`config.mk`:
```
export PLATFORM = sky130hd
export DESIGN_NAME = cdb_bank
export DESIGN_NICKNAME = d
export VERILOG_FILES = /design/src/design/cdb_pkg.sv /design/src/design/cdb_clk_div.sv /design/src/design/cdb_bank.sv
export VERILOG_INCLUDE_DIRS = /design/src /design/src/design
export SDC_FILE = /design/constraint.sdc
export NUM_CORES = 1
export LEC_CHECK = 0
export ABC_AREA = 1
export BUFFER_PORTS_ARGS = -buffer_cell sky130_fd_sc_hd__buf_2
export CORE_AREA = 2 2 210 129
export DETAILED_ROUTE_END_ITERATION = 7
export DIE_AREA = 0 0 212 131
export GPL_TIMING_DRIVEN = 0
export PLACE_DENSITY = 0.53
export SYNTH_ARGS = -nofsm -noshare
export SYNTH_HDL_FRONTEND = slang
export SYNTH_HIERARCHICAL = 1
export SYNTH_SLANG_ARGS = --single-unit
```
`constraint.sdc`:
```
create_clock -name clock -period 2.99 [get_ports clock]
set_input_delay 0.598 -clock clock [delete_from_list [all_inputs] [get_ports clock]]
set_output_delay 0.598 -clock clock [all_outputs]
set_load 0.02 [all_outputs]
```
`src/design/cdb_defines.svh`:
```
// clock divider bank: register indices, field positions and reset values
// Operation
// - prescaler divides reference by code plus one
// - first post-divider enable bit fifteen
// - first post-divider codes: 1, 2, 4
// - first post-divider resets enabled, divide by four
// - post-dividers follow the bypass/pll selection
// - second post-divider enable bit, resets set
// - second post-divider codes: 1, 2, 4
// - second post-divider resets to divide by four
// - third post-divider enable bit, resets set
// - third post-divider codes: 1, 2, 4
// - third post-divider resets to divide by four
// - oscillator divider fed straight from reference
// - bits fourteen to five read zero
// - path select: zero bypass, one pll
// - prescaler enable bit fifteen, resets set
// - oscillator divider code plus one, starts disabled
`ifndef CDB_DEFINES_SVH
`define CDB_DEFINES_SVH

// register indices; the byte address is four times the index
`define CDB_IDX_PRESCALE 14'h1c8a
`define CDB_IDX_DIV1 14'h1c8c
`define CDB_IDX_DIV2 14'h1c8e
`define CDB_IDX_DIV3 14'h1c90
`define CDB_IDX_OSC 14'h1c92
`define CDB_IDX_CTRL 14'h1c94
`define CDB_IDX_STATUS 14'h1c96

// field positions inside every divider register, and the path bit of the control register
`define CDB_EN_BIT 15
`define CDB_RATIO_MSB 4
`define CDB_PATH_BIT 0

// reset values: enables per divider, bit 0 prescaler .. bit 4 oscillator
`define CDB_RST_EN 5'h0f
`define CDB_RST_RATIO_PRE 5'h00
`define CDB_RST_RATIO_POST 5'h03
`define CDB_RST_RATIO_OSC 5'h00

// axi answers
`define CDB_RESP_OKAY 2'h0
`define CDB_RESP_DECERR 2'h3

`endif

```
`src/design/cdb_pkg.sv`:
```
// clock divider bank: shared types
package cdb_pkg;

	// divider output state, one-hot
	typedef enum logic [2:0] {
		CDB_STOPPED = 3'b001,
		CDB_RUNNING = 3'b010,
		CDB_DRAINING = 3'b100
	} cdb_div_state_t;

	// whole state of the bank top
	typedef struct packed {
		logic aw_full;
		logic [13:0] aw_idx;
		logic w_full;
		logic [15:0] w_data;
		logic [1:0] w_strb;
		logic bvalid;
		logic [1:0] bresp;
		logic rvalid;
		logic [31:0] rdata;
		logic [1:0] rresp;
		logic [4:0] en;
		logic [4:0][4:0] ratio;
		logic path_sel;
		logic [1:0] ref_sync;
		logic ref_prev;
		logic [1:0] pll_sync;
		logic pll_prev;
	} cdb_bank_st_t;

endpackage : cdb_pkg

```
`src/design/cdb_clk_div.sv`:
```
// clock divider bank: one glitch-free divider driven by source edges
module cdb_clk_div
	import cdb_pkg::*;
#(
	parameter int unsigned RATIO_W = 5
)(
	input wire logic clock,
	input wire logic nrst,
	input wire logic edge_tick,
	input wire logic enable,
	input wire logic [RATIO_W-1:0] ratio,
	output logic clk_out,
	output logic active
);

	typedef struct packed {
		cdb_div_state_t state;
		logic [RATIO_W-1:0] cnt;
		logic [RATIO_W-1:0] lim;
		logic clk;
	} cdb_div_st_t;

	localparam cdb_div_st_t RST = '{state: CDB_STOPPED, default: '0};

	cdb_div_st_t q;
	cdb_div_st_t d;
	logic term;

	// edge_tick marks both source edges, so code+1 edges per half
	// period gives a period of code+1 source cycles
	assign term = edge_tick && (q.cnt == q.lim);
	assign clk_out = q.clk;
	assign active = (q.state != CDB_STOPPED);

	// ratio changes are taken only at a half-period boundary, so a
	// rewrite never shortens the half period under way
	always_comb begin
		d = q;
		if (edge_tick && !term) begin
			d.cnt = RATIO_W'(q.cnt + 1'b1);
		end
		case (q.state)
			CDB_STOPPED: begin
				d.cnt = '0;
				d.clk = 1'b0;
				if (enable) begin
					d.state = CDB_RUNNING;
					d.lim = ratio;
				end
			end
			CDB_RUNNING: begin
				if (term) begin
					d.cnt = '0;
					d.clk = ~q.clk;
					d.lim = ratio;
				end
				// a high half finishes before stopping: no runt pulse
				if (!enable) begin
					if (q.clk) begin
						d.state = CDB_DRAINING;
					end else begin
						d.state = CDB_STOPPED;
						d.clk = 1'b0;
						d.cnt = '0;
					end
				end
			end
			CDB_DRAINING: begin
				if (term) begin
					d.cnt = '0;
					d.clk = 1'b0;
					d.lim = ratio;
					d.state = enable ? CDB_RUNNING : CDB_STOPPED;
				end else if (enable) begin
					d.state = CDB_RUNNING;
				end
			end
			default: begin
				d = RST;
			end
		endcase
	end

	// state register
	always_ff @(posedge clock or negedge nrst) begin
		if (!nrst) begin
			q <= RST;
		end else begin
			q <= d;
		end
	end

	AST_STOPPED_LOW: assert property (
		@(posedge clock) disable iff (!nrst)
		(q.state == CDB_STOPPED) |-> !clk_out)
		else $error("stopped divider output not low");

	AST_TOGGLE_AT_TERM: assert property (
		@(posedge clock) disable iff (!nrst)
		(q.state == CDB_RUNNING && term && enable)
		|=> (clk_out != $past(clk_out)))
		else $error("divider missed its half-period toggle");

	AST_NO_RUNT: assert property (
		@(posedge clock) disable iff (!nrst)
		(q.state != CDB_STOPPED && !term) |=> $stable(clk_out))
		else $error("divider output moved inside a half period");

endmodule : cdb_clk_div

```
`src/design/cdb_bank.sv`:
```
// clock divider bank top: axi4-lite register file and divider array
`include "cdb_defines.svh"
module cdb_bank
	import cdb_pkg::*;
(
	input wire logic clock,
	input wire logic nrst,
	input wire logic awvalid,
	output logic awready,
	input wire logic [15:0] awaddr,
	input wire logic wvalid,
	output logic wready,
	input wire logic [31:0] wdata,
	input wire logic [3:0] wstrb,
	output logic bvalid,
	input wire logic bready,
	output logic [1:0] bresp,
	input wire logic arvalid,
	output logic arready,
	input wire logic [15:0] araddr,
	output logic rvalid,
	input wire logic rready,
	output logic [31:0] rdata,
	output logic [1:0] rresp,
	input wire logic ref_clk_in,
	input wire logic pll_clk_in,
	output logic pll_path_select,
	output logic prescale_clk_out,
	output logic system_clock_one,
	output logic system_clock_two,
	output logic system_clock_three,
	output logic third_output_clock
);

	// index table, element i belongs to divider i
	localparam logic [4:0][13:0] DIV_IDX = {
		`CDB_IDX_OSC,
		`CDB_IDX_DIV3,
		`CDB_IDX_DIV2,
		`CDB_IDX_DIV1,
		`CDB_IDX_PRESCALE
	};

	cdb_bank_st_t q;
	cdb_bank_st_t d;
	logic wr_fire;
	logic ref_tick;
	logic pll_tick;
	logic post_tick;
	logic [4:0] div_clk;
	logic [4:0] div_active;
	logic [4:0] w_ratio;

	// bus handshakes: one write and one read in flight at most
	assign awready = !q.aw_full && !q.bvalid;
	assign wready = !q.w_full && !q.bvalid;
	assign arready = !q.rvalid;
	assign wr_fire = q.aw_full && q.w_full && !q.bvalid;
	assign bvalid = q.bvalid;
	assign bresp = q.bresp;
	assign rvalid = q.rvalid;
	assign rdata = q.rdata;
	assign rresp = q.rresp;
	assign w_ratio = q.w_data[`CDB_RATIO_MSB:0];

	// source edges from the second synchroniser stage only; both
	// edges count, so sources must stay below half of clock
	assign ref_tick = q.ref_sync[1] ^ q.ref_prev;
	assign pll_tick = q.pll_sync[1] ^ q.pll_prev;
	assign post_tick = q.path_sel ? pll_tick : ref_tick;
	assign pll_path_select = q.path_sel;

	// clock outputs come straight from divider flip-flops
	assign prescale_clk_out = div_clk[0];
	assign system_clock_one = div_clk[1];
	assign system_clock_two = div_clk[2];
	assign system_clock_three = div_clk[3];
	assign third_output_clock = div_clk[4];

	// next state: synchronisers, bus channels, register writes, reads
	always_comb begin
		logic wr_hit;
		logic rd_hit;
		logic [31:0] rd_word;
		logic [13:0] rd_idx;
		wr_hit = 1'b0;
		rd_hit = 1'b0;
		rd_word = '0;
		rd_idx = araddr[15:2];
		d = q;
		d.ref_sync = {q.ref_sync[0], ref_clk_in};
		d.ref_prev = q.ref_sync[1];
		d.pll_sync = {q.pll_sync[0], pll_clk_in};
		d.pll_prev = q.pll_sync[1];

		// address and data are caught independently, in either order
		if (awvalid && awready) begin
			d.aw_full = 1'b1;
			d.aw_idx = awaddr[15:2];
		end
		if (wvalid && wready) begin
			d.w_full = 1'b1;
			d.w_data = wdata[15:0];
			d.w_strb = wstrb[1:0];
		end
		if (q.bvalid && bready) begin
			d.bvalid = 1'b0;
		end

		// only bits 15 and 4:0 are stored; others are dropped
		if (wr_fire) begin
			for (int i = 0; i < 5; i++) begin
				if (q.aw_idx == DIV_IDX[i]) begin
					wr_hit = 1'b1;
					if (q.w_strb[0]) begin
						d.ratio[i] = w_ratio;
					end
					if (q.w_strb[1]) begin
						d.en[i] = q.w_data[`CDB_EN_BIT];
					end
				end
			end
			if (q.aw_idx == `CDB_IDX_CTRL) begin
				wr_hit = 1'b1;
				if (q.w_strb[0]) begin
					d.path_sel = q.w_data[`CDB_PATH_BIT];
				end
			end
			// status is read-only; a write there is accepted and dropped
			if (q.aw_idx == `CDB_IDX_STATUS) begin
				wr_hit = 1'b1;
			end
			d.aw_full = 1'b0;
			d.w_full = 1'b0;
			d.bvalid = 1'b1;
			d.bresp = wr_hit ? `CDB_RESP_OKAY : `CDB_RESP_DECERR;
		end

		// read word assembly; bits 14:5 stay zero
		for (int i = 0; i < 5; i++) begin
			if (rd_idx == DIV_IDX[i]) begin
				rd_hit = 1'b1;
				rd_word[`CDB_EN_BIT] = q.en[i];
				rd_word[`CDB_RATIO_MSB:0] = q.ratio[i];
			end
		end
		if (rd_idx == `CDB_IDX_CTRL) begin
			rd_hit = 1'b1;
			rd_word[`CDB_PATH_BIT] = q.path_sel;
		end
		if (rd_idx == `CDB_IDX_STATUS) begin
			rd_hit = 1'b1;
			rd_word[4:0] = div_active;
		end
		if (q.rvalid && rready) begin
			d.rvalid = 1'b0;
		end
		if (arvalid && arready) begin
			d.rvalid = 1'b1;
			d.rdata = rd_word;
			d.rresp = rd_hit ? `CDB_RESP_OKAY : `CDB_RESP_DECERR;
		end
	end

	// state register; every field resets to a constant
	always_ff @(posedge clock or negedge nrst) begin
		if (!nrst) begin
			q <= '0;
			q.en <= `CDB_RST_EN;
			q.ratio <= {
				`CDB_RST_RATIO_OSC,
				`CDB_RST_RATIO_POST,
				`CDB_RST_RATIO_POST,
				`CDB_RST_RATIO_POST,
				`CDB_RST_RATIO_PRE
			};
		end else begin
			q <= d;
		end
	end

	// divider array: prescaler and oscillator divider run from the
	// reference, the three post-dividers from the selected path
	for (genvar g = 0; g < 5; g++) begin : g_div
		logic tick;
		if (g == 0 || g == 4) begin : g_ref
			assign tick = ref_tick;
		end else begin : g_post
			assign tick = post_tick;
		end
		// reserved post codes simply divide by code plus one
		cdb_clk_div #(
			.RATIO_W(5)
		) u_div (
			.clock(clock),
			.nrst(nrst),
			.edge_tick(tick),
			.enable(q.en[g]),
			.ratio(q.ratio[g]),
			.clk_out(div_clk[g]),
			.active(div_active[g])
		);
	end

	// read words never carry the unused middle bits
	AST_RESERVED_READ_ZERO: assert property (
		@(posedge clock) disable iff (!nrst)
		q.rvalid |-> (q.rdata[14:5] == 10'h000))
		else $error("reserved bits read nonzero");

	// defaults as seen at the first edge after reset lets go
	AST_RESET_DEFAULTS: assert property (
		@(posedge clock) disable iff (!nrst)
		$rose(nrst) |-> (q.en == 5'h0f && q.ratio[1] == 5'h03
		&& q.ratio[2] == 5'h03 && q.ratio[3] == 5'h03
		&& q.ratio[0] == 5'h00 && q.ratio[4] == 5'h00))
		else $error("divider reset values wrong");

	// written against the raw ticks, so a swapped mux is caught
	AST_PATH_MUX: assert property (
		@(posedge clock) disable iff (!nrst)
		(q.path_sel ? !pll_tick : !ref_tick)
		|=> $stable(system_clock_two))
		else $error("post-divider source does not follow path select");

	// post-dividers move only on an edge of the selected source
	AST_POST_SOURCE: assert property (
		@(posedge clock) disable iff (!nrst)
		!post_tick |=> $stable(system_clock_one))
		else $error("first system clock moved without a source edge");

	AST_POST_THREE_SOURCE: assert property (
		@(posedge clock) disable iff (!nrst)
		(q.path_sel ? !pll_tick : !ref_tick)
		|=> $stable(system_clock_three))
		else $error("third system clock moved without a source edge");

	// oscillator divider and prescaler ignore the pll path entirely
	AST_OSC_FROM_REF: assert property (
		@(posedge clock) disable iff (!nrst)
		!ref_tick |=> $stable(third_output_clock))
		else $error("third output clock moved without a reference edge");

	AST_PRESCALE_FROM_REF: assert property (
		@(posedge clock) disable iff (!nrst)
		!ref_tick |=> $stable(prescale_clk_out))
		else $error("prescaler output moved without a reference edge");

	// register writes land one edge after the commit
	AST_PRESCALE_WRITE: assert property (
		@(posedge clock) disable iff (!nrst)
		(wr_fire && q.aw_idx == `CDB_IDX_PRESCALE && q.w_strb[0])
		|=> (q.ratio[0] == $past(w_ratio)))
		else $error("prescaler ratio write lost");

	AST_ENABLE_WRITE: assert property (
		@(posedge clock) disable iff (!nrst)
		(wr_fire && q.aw_idx == `CDB_IDX_DIV1 && q.w_strb[1])
		|=> (q.en[1] == $past(q.w_data[`CDB_EN_BIT])))
		else $error("first post-divider enable write lost");

	// every divider keeps both fields of a full-width write
	for (genvar g = 0; g < 5; g++) begin : g_chk
		AST_FIELD_WRITE: assert property (
			@(posedge clock) disable iff (!nrst)
			(wr_fire && q.aw_idx == DIV_IDX[g] && q.w_strb == 2'h3)
			|=> (q.en[g] == $past(q.w_data[`CDB_EN_BIT])
			&& q.ratio[g] == $past(w_ratio)))
			else $error("divider field write lost");
	end

	// the path select bit keeps what software wrote
	AST_PATH_WRITE: assert property (
		@(posedge clock) disable iff (!nrst)
		(wr_fire && q.aw_idx == `CDB_IDX_CTRL && q.w_strb[0])
		|=> (q.path_sel == $past(q.w_data[`CDB_PATH_BIT])))
		else $error("path select write lost");

	// the write answer follows the edge that commits the write
	AST_WRITE_ANSWER: assert property (
		@(posedge clock) disable iff (!nrst)
		wr_fire |=> bvalid)
		else $error("write answer missing after commit");

	// answers stand until the master takes them
	AST_BRESP_HOLD: assert property (
		@(posedge clock) disable iff (!nrst)
		(bvalid && !bready) |=> (bvalid && $stable(bresp)))
		else $error("write response dropped before bready");

	AST_RDATA_HOLD: assert property (
		@(posedge clock) disable iff (!nrst)
		(rvalid && !rready)
		|=> (rvalid && $stable(rdata) && $stable(rresp)))
		else $error("read answer dropped before rready");

	// a refused read carries an all-zero word
	AST_UNMAPPED_ZERO: assert property (
		@(posedge clock) disable iff (!nrst)
		(rvalid && rresp == `CDB_RESP_DECERR) |-> (rdata == 32'h0))
		else $error("refused read returned data");

endmodule : cdb_bank

```
==> metrics, run 1 <==
status=completed; wire length of the first global-routing pass=30600 um; weighted congestion reported at the end of routability-driven placement=0.850; number of endpoints failing setup at the final stage=0; total die area=0.0278 sq mm; Post-Route WL=18600 um; # rows=46; number of nets with antenna violations after detailed routing=0; post-route minimum period=2.55 ns; hold_buf cts=0; Reg clk slew, reported paths=0.06 ns; kind of critical path=register to register; mean area per synthesized cell=8.01 sq um; Final Skew=0.0116 ns; register bit total from synthesis=141; setup repair after global routing missed its margin=no; largest net degree at the start of global routing=90; most frequent cell after synthesis=nand2_1; Top-Level Pins=124; most area-hungry cell type in the Yosys netlist=dfrtp_1; power spent charging and discharging nets=0.00158 W; total grt overflow=0; number of flops mapped to enable cells by yosys=0; sort of element at the start of the critical path=register; Initial DRC Count=404; fraction of power spent switching nets=29.6%; ranking of synthesized cells by instance count=nand2_1, dfrtp_1, inv_1; number of slew-limit violations in the final report=0; GRT Overall Usage=14.4%; clock tree from TritonCTS=built; number of warnings printed during yosys synthesis=6; tightest slew margin relative to the limit=43.3%; kind of end point of the critical path=register; antenna violations before repair=0; count of unique library cells instantiated by Yosys=42; total clock buffers created by CTS=17; Int Pwr=0.00377 W; synthesized area=0.00768 sq mm; Synth-to-Final Area Change=19.9%; Vias per Instance=4.35; final-stage net count=1157; clk_lat worst skew=0.44 ns; Lkg Pwr=4.60 nW; number of H-tree levels=4; portion of total power attributed to sequential cells=41.8%; achievable frequency=393 MHz; root cell of the clock tree=clkbuf_16; buffer levels on the longest clock path=2; final worst hold slack=0.117 ns; Clk pwr share=39.9%; Cells after DPL=1411; routed via count=6275; ratio of cells with drive above 1 in the final layout=19.5%; number of global-route vias before repair=5765; cells on worst reg2reg path=9; number of design rule violations left after detail routing=0; worst hold-check path type=primary input to async pin; average detailed-routed wire length per instance=12.9 um; worst-margin pin slew=0.850 ns; count of buffers inserted at the top-level ports=65; Comb power frac=18.3%; critical path data required time=3.33 ns; peak supply drop=0.000447 V; final hold violation count=0; clk sink count=141; half-perimeter wire length of the detailed placement result=14200 um; DIE HEIGHT=131 um; total power density per cell area=581 mW/mm^2; floorplan core area=0.0260 sq mm; part of the Yosys area used for sequential elements=46.2%; arrival time at the worst endpoint=2.89 ns; top post-synthesis cells by area=dfrtp_1, nand2_1, nand3_1, inv_1, dfstp_2; post-synth top area share=41.1%; ratio of final minimum period to clock period=85.2%; biggest fanout along the worst timing path=14; final instance count without filler cells=1444; share of flip-flops with an asynchronous set or reset after synthesis=100%; DRT Pass-1 Iters=5; number of max-cap violations=0; gate count after technology mapping=959; Primary FF master, synth=dfrtp_1; starting density of the core=29.6%; Die Span X=212 um
-- routing by layer --
metal  track usage [%]  routed length (um)  vias up  share of wire, %
met2              18.2                6610      141                35
met5                 0                   0        -                 0
met1              23.2               10700     2869                57
li1                  -                   -     3248                 -
met4              4.60                 233        0               1.3
met3              3.44                1090       17               5.8
-- layout by cell type, fill, tap and decap left out, types with 12 or more instances in the layout --
| cell | synthesis | final |
|---|---|---|
| nor2_1 | 91 | 91 |
| o21ai_0 | 49 | 48 |
| nand2_1 | 237 | 237 |
| a21oi_1 | 40 | 40 |
| dfrtp_1 | 126 | 126 |
| inv_1 | 118 | 118 |
| clkbuf_16 | 0 | 17 |
| nand4_1 | 12 | 12 |
| dfstp_2 | 15 | 15 |
| buf_4 | 36 | 36 |
| nand3_1 | 93 | 93 |
| buf_2 | 2 | 66 |
| conb_1 | 1 | 26 |
-- cell type report --
type,instances,area (sq um)
tap,360,450
fill,2729,16700
sequential,141,3550
timing repair buffer,67,374
multi-input combinational,673,3460
clock inverter,9,111
buffer,40,288
inverter,130,488
antenna,1,2.50
clock buffer,23,488
-- registers in the layout, summed over array words and instances (netlist names) --
signal / flops
rvalid: 1
g_div.u_div/q: 65
bvalid: 1
d: 4
rdata: 6
bresp: 1
q: 56
rresp: 1
pll_path_select: 1
g_div.u_div/clk_out: 5
-- power by group through the flow --
stage / logic, W / clock network, W / registers (W)
after floorplan: 0.000667 / 0 / 0.00225
after global placement: 0.000968 / 0 / 0.00227
after detailed placement: 0.000987 / 0 / 0.00227
after CTS: 0.000989 / 0.00220 / 0.00224
after global routing: 0.00110 / 0.00229 / 0.00227
final: 0.000978 / 0.00213 / 0.00224
-- metrics by stage --
step	TNS, ns	util (%)	area [sq um]	setup slack, ns	total power [W]
2_1_floorplan	0	-	7770	0.155	0.00291
3_3_place_gp	-135.51	32.9	8550	-0.946	0.00323
3_5_place_dp	-0.0212	33.1	8600	-0.0127	0.00326
4_1_cts	0	35.5	9210	0.387	0.00542
5_1_grt	0	35.5	9210	0.205	0.00566
6_report	0	35.5	9210	0.444	0.00535
-- worst max-delay path, stage by stage (launching register included) --
cell and delay [ns]:
dfrtp_1 0.40, xor2_2 0.70, nand2_1 0.13, o21ai_2 0.25, buf_8 0.23, nand4_4 0.15
ha_1 0.30, nand2_1 0.06, o21ai_0 0.07, o22ai_1 0.16
-- cells by family after synthesis --
group | after synthesis | share of synthesized area [%]
AND/OR/NAND/NOR | 498 | 30.6
buffers and inverters | 170 | 10.1
adder cells (fa/ha/maj) | 10 | 1.63
other | 1 | 0.0488
XOR/XNOR | 22 | 2.51
multiplexers | 10 | 1.52
AO/OA/AOI/OAI | 107 | 7.37
flip-flops | 141 | 46.2
-- timing repair --
| item | 4_1_cts | 5_1_grt |
|---|---|---|
| gates resized for setup | 1 | 0 |
| setup endpoints to repair | 2 | 0 |
| setup buffers | 0 | 0 |
-- worst paths after layout --
kind	startpoint	endpoint	slack [ns]
setup / recovery	q[3]	g_div[1].u_div/clk_out	0.44
hold / removal	nrst	g_div[4].u_div/q[9]	0.12
setup reg to reg	q[3]	g_div[1].u_div/clk_out	0.44
hold reg to reg	d[2]	d[0]	0.35
max in group asynchronous	nrst	g_div[1].u_div/q[11]	2.00
min in group clock	pll_clk_in	d[2]	0.27
Note: power is estimated with default switching activity, not from simulation.
==> run 2: changes to the inputs <==
- CORE_AREA: 2 2 210 129 -> 2 2 205 126
- DIE_AREA: 0 0 212 131 -> 0 0 207 128
- SYNTH_HIERARCHICAL: 1 -> default
==> run 2 against run 1 <==
  * Critical path depth down 1
  * Final cell count is 6.9% lower
  * Power is 0.36% higher
  * Sequential share of layout area grew 2.0 points
  * Maximum frequency up 22%
  * Setup slack improved by 0.45 ns
  * Synthesized cell count fell by 7.0%
  * Critical endpoint is now g_div[1].u_div.clk_out
==> metrics, run 2 <==
slack of the worst reg-to-reg path=0.90 ns (+0.45 ns); slowest library cell on the worst path=xor2_2; Buf+Inv Stages, Crit Path=1 (unchanged); final hold violation count=0 (unchanged); total die area=0.0265 sq mm (-4.6%); most area-hungry cell type in the Yosys netlist=dfrtp_1; Filler Cell Count=2595 (-4.9%); ratio of final minimum period to clock period=70.0% (-15 points); most frequent cell on the critical path=o21ai_0; kind of cell with the highest combined delay on the critical path=XOR/XNOR gates; final-stage net count=1089 (-5.9%); synthesized area=0.00730 sq mm (-4.9%); Reg clk slew, reported paths=0.06 ns (about the same); # rows=45 (-2.2%); register ranked first by flip-flop count=g_div.u_div.q; Vias per Instance=4.43 (+2.0%); final instance count without filler cells=1344 (-6.9%); total power density per cell area=613 mW/mm^2 (+5.6%); biggest fanout along the worst timing path=10 (-4); total grt overflow=0 (unchanged); post-route minimum period=2.09 ns (-0.454 ns); arrival time at the worst endpoint=2.43 ns (-0.46 ns); post-route standard cell area excluding fillers=0.00875 sq mm (-5.0%); Final Skew=0.00937 ns (-0.00219 ns); total clock buffers created by CTS=17 (unchanged); tightest slew margin relative to the limit=54.6% (+11 points); average detailed-routed wire length per instance=13.2 um (+2.5%); critical path data required time=3.33 ns (about the same); achievable frequency=478 MHz (+22%); number of design rule violations left after detail routing=0 (unchanged); top post-synthesis cells by area=dfrtp_1, nand2_1, nand3_1, dfstp_2, inv_1; largest net degree at the start of global routing=88 (-2.2%); part of the Yosys area used for sequential elements=48.6% (+2.4 points); number of nets with antenna violations after detailed routing=0 (unchanged); buffer levels on the longest clock path=2 (unchanged); number of global-route vias before repair=5681 (-1.5%); gate count after technology mapping=892 (-7.0%); count of unique library cells instantiated by Yosys=41 (-2.4%); hold_buf cts=0 (unchanged); mean area per synthesized cell=8.18 sq um (+2.2%); cells on worst reg2reg path=8 (-1); DIE HEIGHT=128 um (-2.3%); kind of critical path=register to register; clk_lat worst skew=0.42 ns (-0.02 ns); startpoint of the worst-slack reg-to-reg timing path=q[3]; post-synth top area share=43.2% (+2.1 points); ratio of cells with drive above 1 in the final layout=17.1% (-2.3 points); clock tree from TritonCTS=built; list of cells traversed by the critical path=xor2_2 -> o21ai_4 -> inv_4 -> nand4_4 -> ha_1 -> nand2_1 -> o21ai_0 -> o21ai_0; weighted congestion reported at the end of routability-driven placement=0.797 (-6.3%); Lkg Pwr=4.26 nW (-7.4%); setup repair after global routing missed its margin=no; max reg flops=65 (unchanged); capture instance of the worst register-to-register path=g_div[1].u_div.clk_out; peak supply drop=0.000442 V (-1.2%); share of flip-flops with an asynchronous set or reset after synthesis=100% (unchanged); commonest non-fill, non-tap cell in the layout=nand2_1; register bit total from synthesis=141 (unchanged); number of H-tree levels=4 (unchanged); wire length of the first global-routing pass=29800 um (-2.4%); status=completed; number of slew-limit violations in the final report=0 (unchanged); number of endpoints failing setup at the final stage=0 (unchanged); clk sink count=141 (unchanged); post-CTS repair timing setup buffer count=0 (unchanged); ranking of synthesized cells by instance count=nand2_1, dfrtp_1, nand3_1; Initial DRC Count=425 (+5.2%); number of max-cap violations=0 (unchanged); DP Area=0.00816 sq mm (-5.1%); floorplan core area=0.0248 sq mm (-4.6%); commonest cells after routing, fill and taps aside=nand2_1, dfrtp_1, nand3_1; Top-Level Pins=124 (unchanged); starting density of the core=29.5% (-0.12 points); count of antenna diodes in the layout=0 (-1); antenna violations before repair=0 (unchanged); final worst hold slack=0.147 ns (+0.0302 ns); Primary FF master, synth=dfrtp_1; kind of end point of the critical path=register; number of warnings printed during yosys synthesis=0 (-6); routed via count=5957 (-5.1%); most frequent cell after synthesis=nand2_1; Synth-to-Final Area Change=19.9% (about the same); count of buffers inserted at the top-level ports=65 (unchanged); Post-Route WL=17800 um (-4.6%); Cells after DPL=1312 (-7.0%); root cell of the clock tree=clkbuf_16; worst-margin pin slew=0.675 ns (-0.175 ns); DRT Pass-1 Iters=5 (unchanged); count of instances resized after the clock tree is built=0 (-1); half-perimeter wire length of the detailed placement result=13300 um (-6.2%); highest cell delay on the worst timing path=0.48 ns (-0.22 ns); sort of element at the start of the critical path=register; worst hold-check path type=primary input to async pin; Die Span X=207 um (-2.4%); GRT Overall Usage=14.2% (-0.25 points); number of flops mapped to enable cells by yosys=0 (unchanged)
==> run 2: layout make-up <==
type,instances,area [sq um],share of cell area [%]
Buffer,45,304,3.47
Clock buffer,17,425,4.86
Clock inverter,15,164,1.87
Inverter,91,344,3.93
Multi-Input combinational cell,640,3200,36.5
Sequential cell,141,3550,40.5
Tap cell,329,412,4.70
Timing Repair Buffer,66,359,4.10
==> run 2: worst max path at each step <==
| stage | from | endpoint | slack (ns) | cells past startpoint |
|---|---|---|---|---|
| after floorplan | araddr[5] | rdata[0] | 1.27 | 8 |
| after global placement | nrst | g_div[3].u_div.clk_out | -0.88 | 1 |
| after detailed placement | araddr[11] | rdata[3] | 0.75 | 10 |
| after CTS | q[3] | g_div[3].u_div.clk_out | 0.84 | 8 |
| after global routing | q[100] | q[14] | 0.64 | 6 |
| final | q[3] | g_div[1].u_div.clk_out | 0.90 | 8 |
==> run 2: layer usage <==
metal	part of all wire, %	GRT usage [%]	up-vias	wire [um]
met5	0	0	-	0
met4	0.91	3.36	0	162
met3	6.3	4.04	14	1130
met2	35	17.4	138	6260
met1	57	23.2	2742	10200
li1	-	-	3063	-
==> run 2: worst reg2reg max path: stages (launching register included) <==
cell,delay (ns)
dfrtp_1,0.39
xor2_2,0.48
o21ai_4,0.23
inv_4,0.18
nand4_4,0.14
ha_1,0.31
nand2_1,0.06
o21ai_0,0.07
o21ai_0,0.15
==> run 2: cells by family (layout without fill, tap and decap cells) <==
family / count (synthesis) / in the layout / share of synthesized area, %
mux: 7 / 7 / 1.08
fa+ha+maj: 10 / 10 / 1.71
flops: 141 / 141 / 48.6
buf+inv: 136 / 234 / 8.88
other cells: 1 / 26 / 0.0514
xor+xnor: 37 / 37 / 4.54
compound gates: 117 / 117 / 9.02
simple gates: 443 / 443 / 26.1
==> run 2: power by group <==
group	switching [W]	internal (W)	total, W
Combinational	0.000681	0.000319	0.00100
Sequential	0.000111	0.00212	0.00223
Clock	0.000893	0.00124	0.00213
==> run 2: per-stage QoR <==
step                TNS, ns  power (W)  utilization (%)  worst slack [ns]
floorplan                 0    0.00292                -              1.27
global placement    -107.54    0.00325             32.8            -0.876
detailed placement        0    0.00327             32.9             0.748
CTS                       0    0.00543             35.3             0.843
global route              0    0.00568             35.3             0.643
finish                    0    0.00537             35.3             0.897
==> run 3: changes to the inputs <==
- ABC_AREA: 1 -> 0
- CORE_AREA: 2 2 205 126 -> 2 2 204 126
- DIE_AREA: 0 0 207 128 -> 0 0 206 128
- PLACE_DENSITY: 0.53 -> 0.52
- clock period: 2.99 -> 2 ns (I/O delays scaled with it)
==> run 3 against run 2 <==
  * The flow now finishes with violations (setup timing)
  * Power increased by 45%
  * Register-to-register slack got worse by 0.97 ns
  * Synthesized cell count shrank 24%
  * Critical path type unchanged
  * Highest routed layer unchanged
==> metrics, run 3 <==
ratio of cells with drive above 1 in the final layout=31.8% (+15 points); root cell of the clock tree=clkbuf_16; Hold Path Depth=1; capture instance of the worst register-to-register path=q[30]; area fraction in compound gates after synthesis=15.4% (+6.4 points); violated checks=setup timing; wire length of the first global-routing pass=28300 um (-5.3%); Post-Route WL=17900 um (+0.86%); achievable frequency=482 MHz (+0.79%); Top-Level Pins=124 (unchanged); sort of element at the start of the critical path=register; gate count after technology mapping=679 (-24%); most frequent cell on the critical path=or3_4; total area of sequential cells=0.00355 sq mm (about the same); worst hold-check path type=primary input to register; status=complete, but fails checks; fraction of synthesized area in multiplexers=8.78% (+7.7 points); register bit total from synthesis=141 (unchanged); worst-margin pin slew=0.637 ns (-0.0386 ns); main combinational cell family by area after synthesis=compound AO/OA/AOI/OAI gates; tightest slew margin relative to the limit=57.6% (+2.9 points); final hold violation count=0 (unchanged); setup slack after layout=-0.0763 ns (-0.974 ns); ranking of synthesized cells by instance count=dfrtp_1, nor2_1, mux2_2; slowest library cell on the worst path=or3_4; number of H-tree levels=4 (unchanged); slack of the worst reg-to-reg path=-0.08 ns (-0.97 ns); number of design rule violations left after detail routing=0 (unchanged); max reg flops=65 (unchanged); number of endpoints failing setup at the final stage=5 (+5); Die Span X=206 um (-0.48%); antenna violations before repair=0 (unchanged); clk sink count=141 (unchanged); number of global-route vias before repair=5069 (-11%); total grt overflow=0 (unchanged); count of antenna diodes in the layout=0 (unchanged); number of flops mapped to enable cells by yosys=0 (unchanged); final-stage net count=888 (-18%); half-perimeter wire length of the detailed placement result=13000 um (-2.1%); commonest cells after routing, fill and taps aside=dfrtp_1, buf_2, nor2_1; number of nets with antenna violations after detailed routing=0 (unchanged); critical path data required time=2.30 ns (-1.03 ns); setup repair after global routing missed its margin=yes; most area-hungry cell type in the Yosys netlist=dfrtp_1; starting density of the core=29.4% (-0.094 points); number of warnings printed during yosys synthesis=0 (unchanged); post-synth top area share=43.5% (+0.34 points); total clock buffers created by CTS=17 (unchanged); post-route minimum period=2.08 ns (-0.0165 ns); cells on worst reg2reg path=5 (-3); total die area=0.0264 sq mm (-0.48%); Hold Startpoint=ref_clk_in; peak supply drop=0.000669 V (+51%); register ranked first by flip-flop count=g_div.u_div.q; count of unique library cells instantiated by Yosys=66 (+61%); GRT Overall Usage=13.9% (-0.32 points); final-layout setup total negative slack=-0.375 ns (-0.375 ns); xor and xnor area share after synthesis=5.81% (+1.3 points); commonest non-fill, non-tap cell in the layout=dfrtp_1; number of slew-limit violations in the final report=0 (unchanged); floorplan core area=0.0247 sq mm (-0.45%); mean area per synthesized cell=10.7 sq um (+30%); buffer levels on the longest clock path=2 (unchanged); Final Skew=0.0151 ns (+0.00575 ns); Hold EP=d[5]; number of max-cap violations=0 (unchanged); list of cells traversed by the critical path=nand4b_1 -> or3_4 -> or3_4 -> nor2_4 -> mux2_4; arithmetic-cell share of the synthesized area counting full adders, half adders and majority gates=1.73% (+0.013 points); share of flip-flops with an asynchronous set or reset after synthesis=100% (unchanged); total power density per cell area=865 mW/mm^2 (+41%); largest net degree at the start of global routing=84 (-4.5%); area taken by multi-input logic gates=0.00362 sq mm (+13%); highest cell delay on the worst timing path=0.41 ns (-0.07 ns); most frequent cell after synthesis=dfrtp_1; Buf+Inv Stages, Crit Path=0 (-1); arrival time at the worst endpoint=2.38 ns (-0.05 ns); Initial DRC Count=328 (-23%); DIE HEIGHT=128 um (unchanged); # rows=45 (unchanged); kind of cell with the highest combined delay on the critical path=simple AND/OR/NAND/NOR gates; Lkg Pwr=4.04 nW (-5.2%); Filler Cell Count=2495 (-3.9%); startpoint of the worst-slack reg-to-reg timing path=q[107]; Simple-Gate Fraction of Synth Area=13.7% (-12 points); DRT Pass-1 Iters=4 (-1); post-route core utilization=36.5% (+1.2 points); Synth-to-Final Area Change=24.3%; Reg clk slew, reported paths=0.07 ns (about the same); biggest fanout along the worst timing path=5 (-5); top post-synthesis cells by area=dfrtp_1, mux2_2, dfstp_2, buf_4, nor2_1; routed via count=5422 (-9.0%); Primary FF master, synth=dfrtp_1; clk_lat worst skew=0.42 ns (about the same); worst slack, placed=-0.496 ns (-1.24 ns); part of the Yosys area used for sequential elements=49.0% (+0.38 points); clock tree from TritonCTS=built; Vias per Instance=4.74 (+7.0%); kind of critical path=register to register; kind of end point of the critical path=register; ratio of final minimum period to clock period=104% (+34 points); count of buffers inserted at the top-level ports=64 (-1.5%); synthesized area=0.00724 sq mm (-0.77%); weighted congestion reported at the end of routability-driven placement=0.806 (+1.2%); average detailed-routed wire length per instance=15.7 um (+19%)
[run 3: cell count changes after synthesis, moves of 22 or more]
| cell | previous run | this run |
|---|---|---|
| nand2_1 | 218 | 26 |
| inv_1 | 88 | 12 |
| nand3_1 | 91 | 24 |
| mux2_2 | 7 | 48 |
| a22o_1 | 0 | 26 |
| o21ai_0 | 54 | 28 |
| nor2_1 | 85 | 63 |
[run 3: worst max path at each step]
stage / start / endpoint / slack, ns / depth (start not counted)
4_1_cts: q[107] / q[27] / -0.14 / 5
3_3_place_gp: nrst / g_div[0].u_div.q[13] / -1.66 / 1
2_1_floorplan: q[107] / q[27] / 0.02 / 5
6_report: q[107] / q[30] / -0.08 / 5
5_1_grt: q[107] / q[30] / -0.14 / 5
3_5_place_dp: q[3] / g_div[3].u_div.clk_out / -0.50 / 7
[run 3: layer usage]
| metal | vias up | global-route usage, % | wire, um |
|---|---|---|---|
| li1 | 2637 | - | - |
| met1 | 2638 | 22.9 | 9950 |
| met2 | 134 | 16.7 | 6660 |
| met3 | 13 | 3.48 | 1030 |
| met4 | 0 | 4.33 | 265 |
| met5 | - | 0 | 0 |
[run 3: cells by family (layout without fill, tap and decap cells)]
kind of cell    Yosys count  after routing
compound gates          163            163
other cells               1             26
simple gates            193            193
buf+inv                  68            178
mux                      55             55
xor+xnor                 48             48
fa+ha+maj                10             10
flops                   141            141
[run 3: per-stage QoR]
step                hold slack, ns  area, sq um  power [W]  instances
CTS                         0.0706         8840    0.00779       1141
detailed placement           0.340         8100    0.00464       1098
global route                0.0657         9000    0.00815       1143
finish                      0.0847         9000    0.00778       1143
global placement             0.333         8070    0.00460       1097
floorplan                    0.104         7340    0.00416        704
[run 3: layout make-up]
type,instances,area share [%]
Inverter,12,0.500
Clock buffer,20,4.85
Sequential cell,141,39.4
Buffer,53,3.78
Timing Repair Buffer,81,5.30
Clock inverter,12,1.29
Tap cell,329,4.57
Multi-Input combinational cell,495,40.3
[run 3: timing repair]
item                                    in CTS  in global routing
resized for setup                           23                 30
pin swaps                                    5                  8
endpoints found under the setup margin      77                 64
hold buffers                                 1                  0
endpoints found under the hold margin       51                  0
setup buffers                               11                  5
[run 3: power by group]
group | switching (W) | total (W) | internal [W]
combinational | 0.000624 | 0.00124 | 0.000615
sequential | 0.000379 | 0.00352 | 0.00315
clock | 0.00130 | 0.00302 | 0.00172
total | 0.00230 | 0.00778 | 0.00548
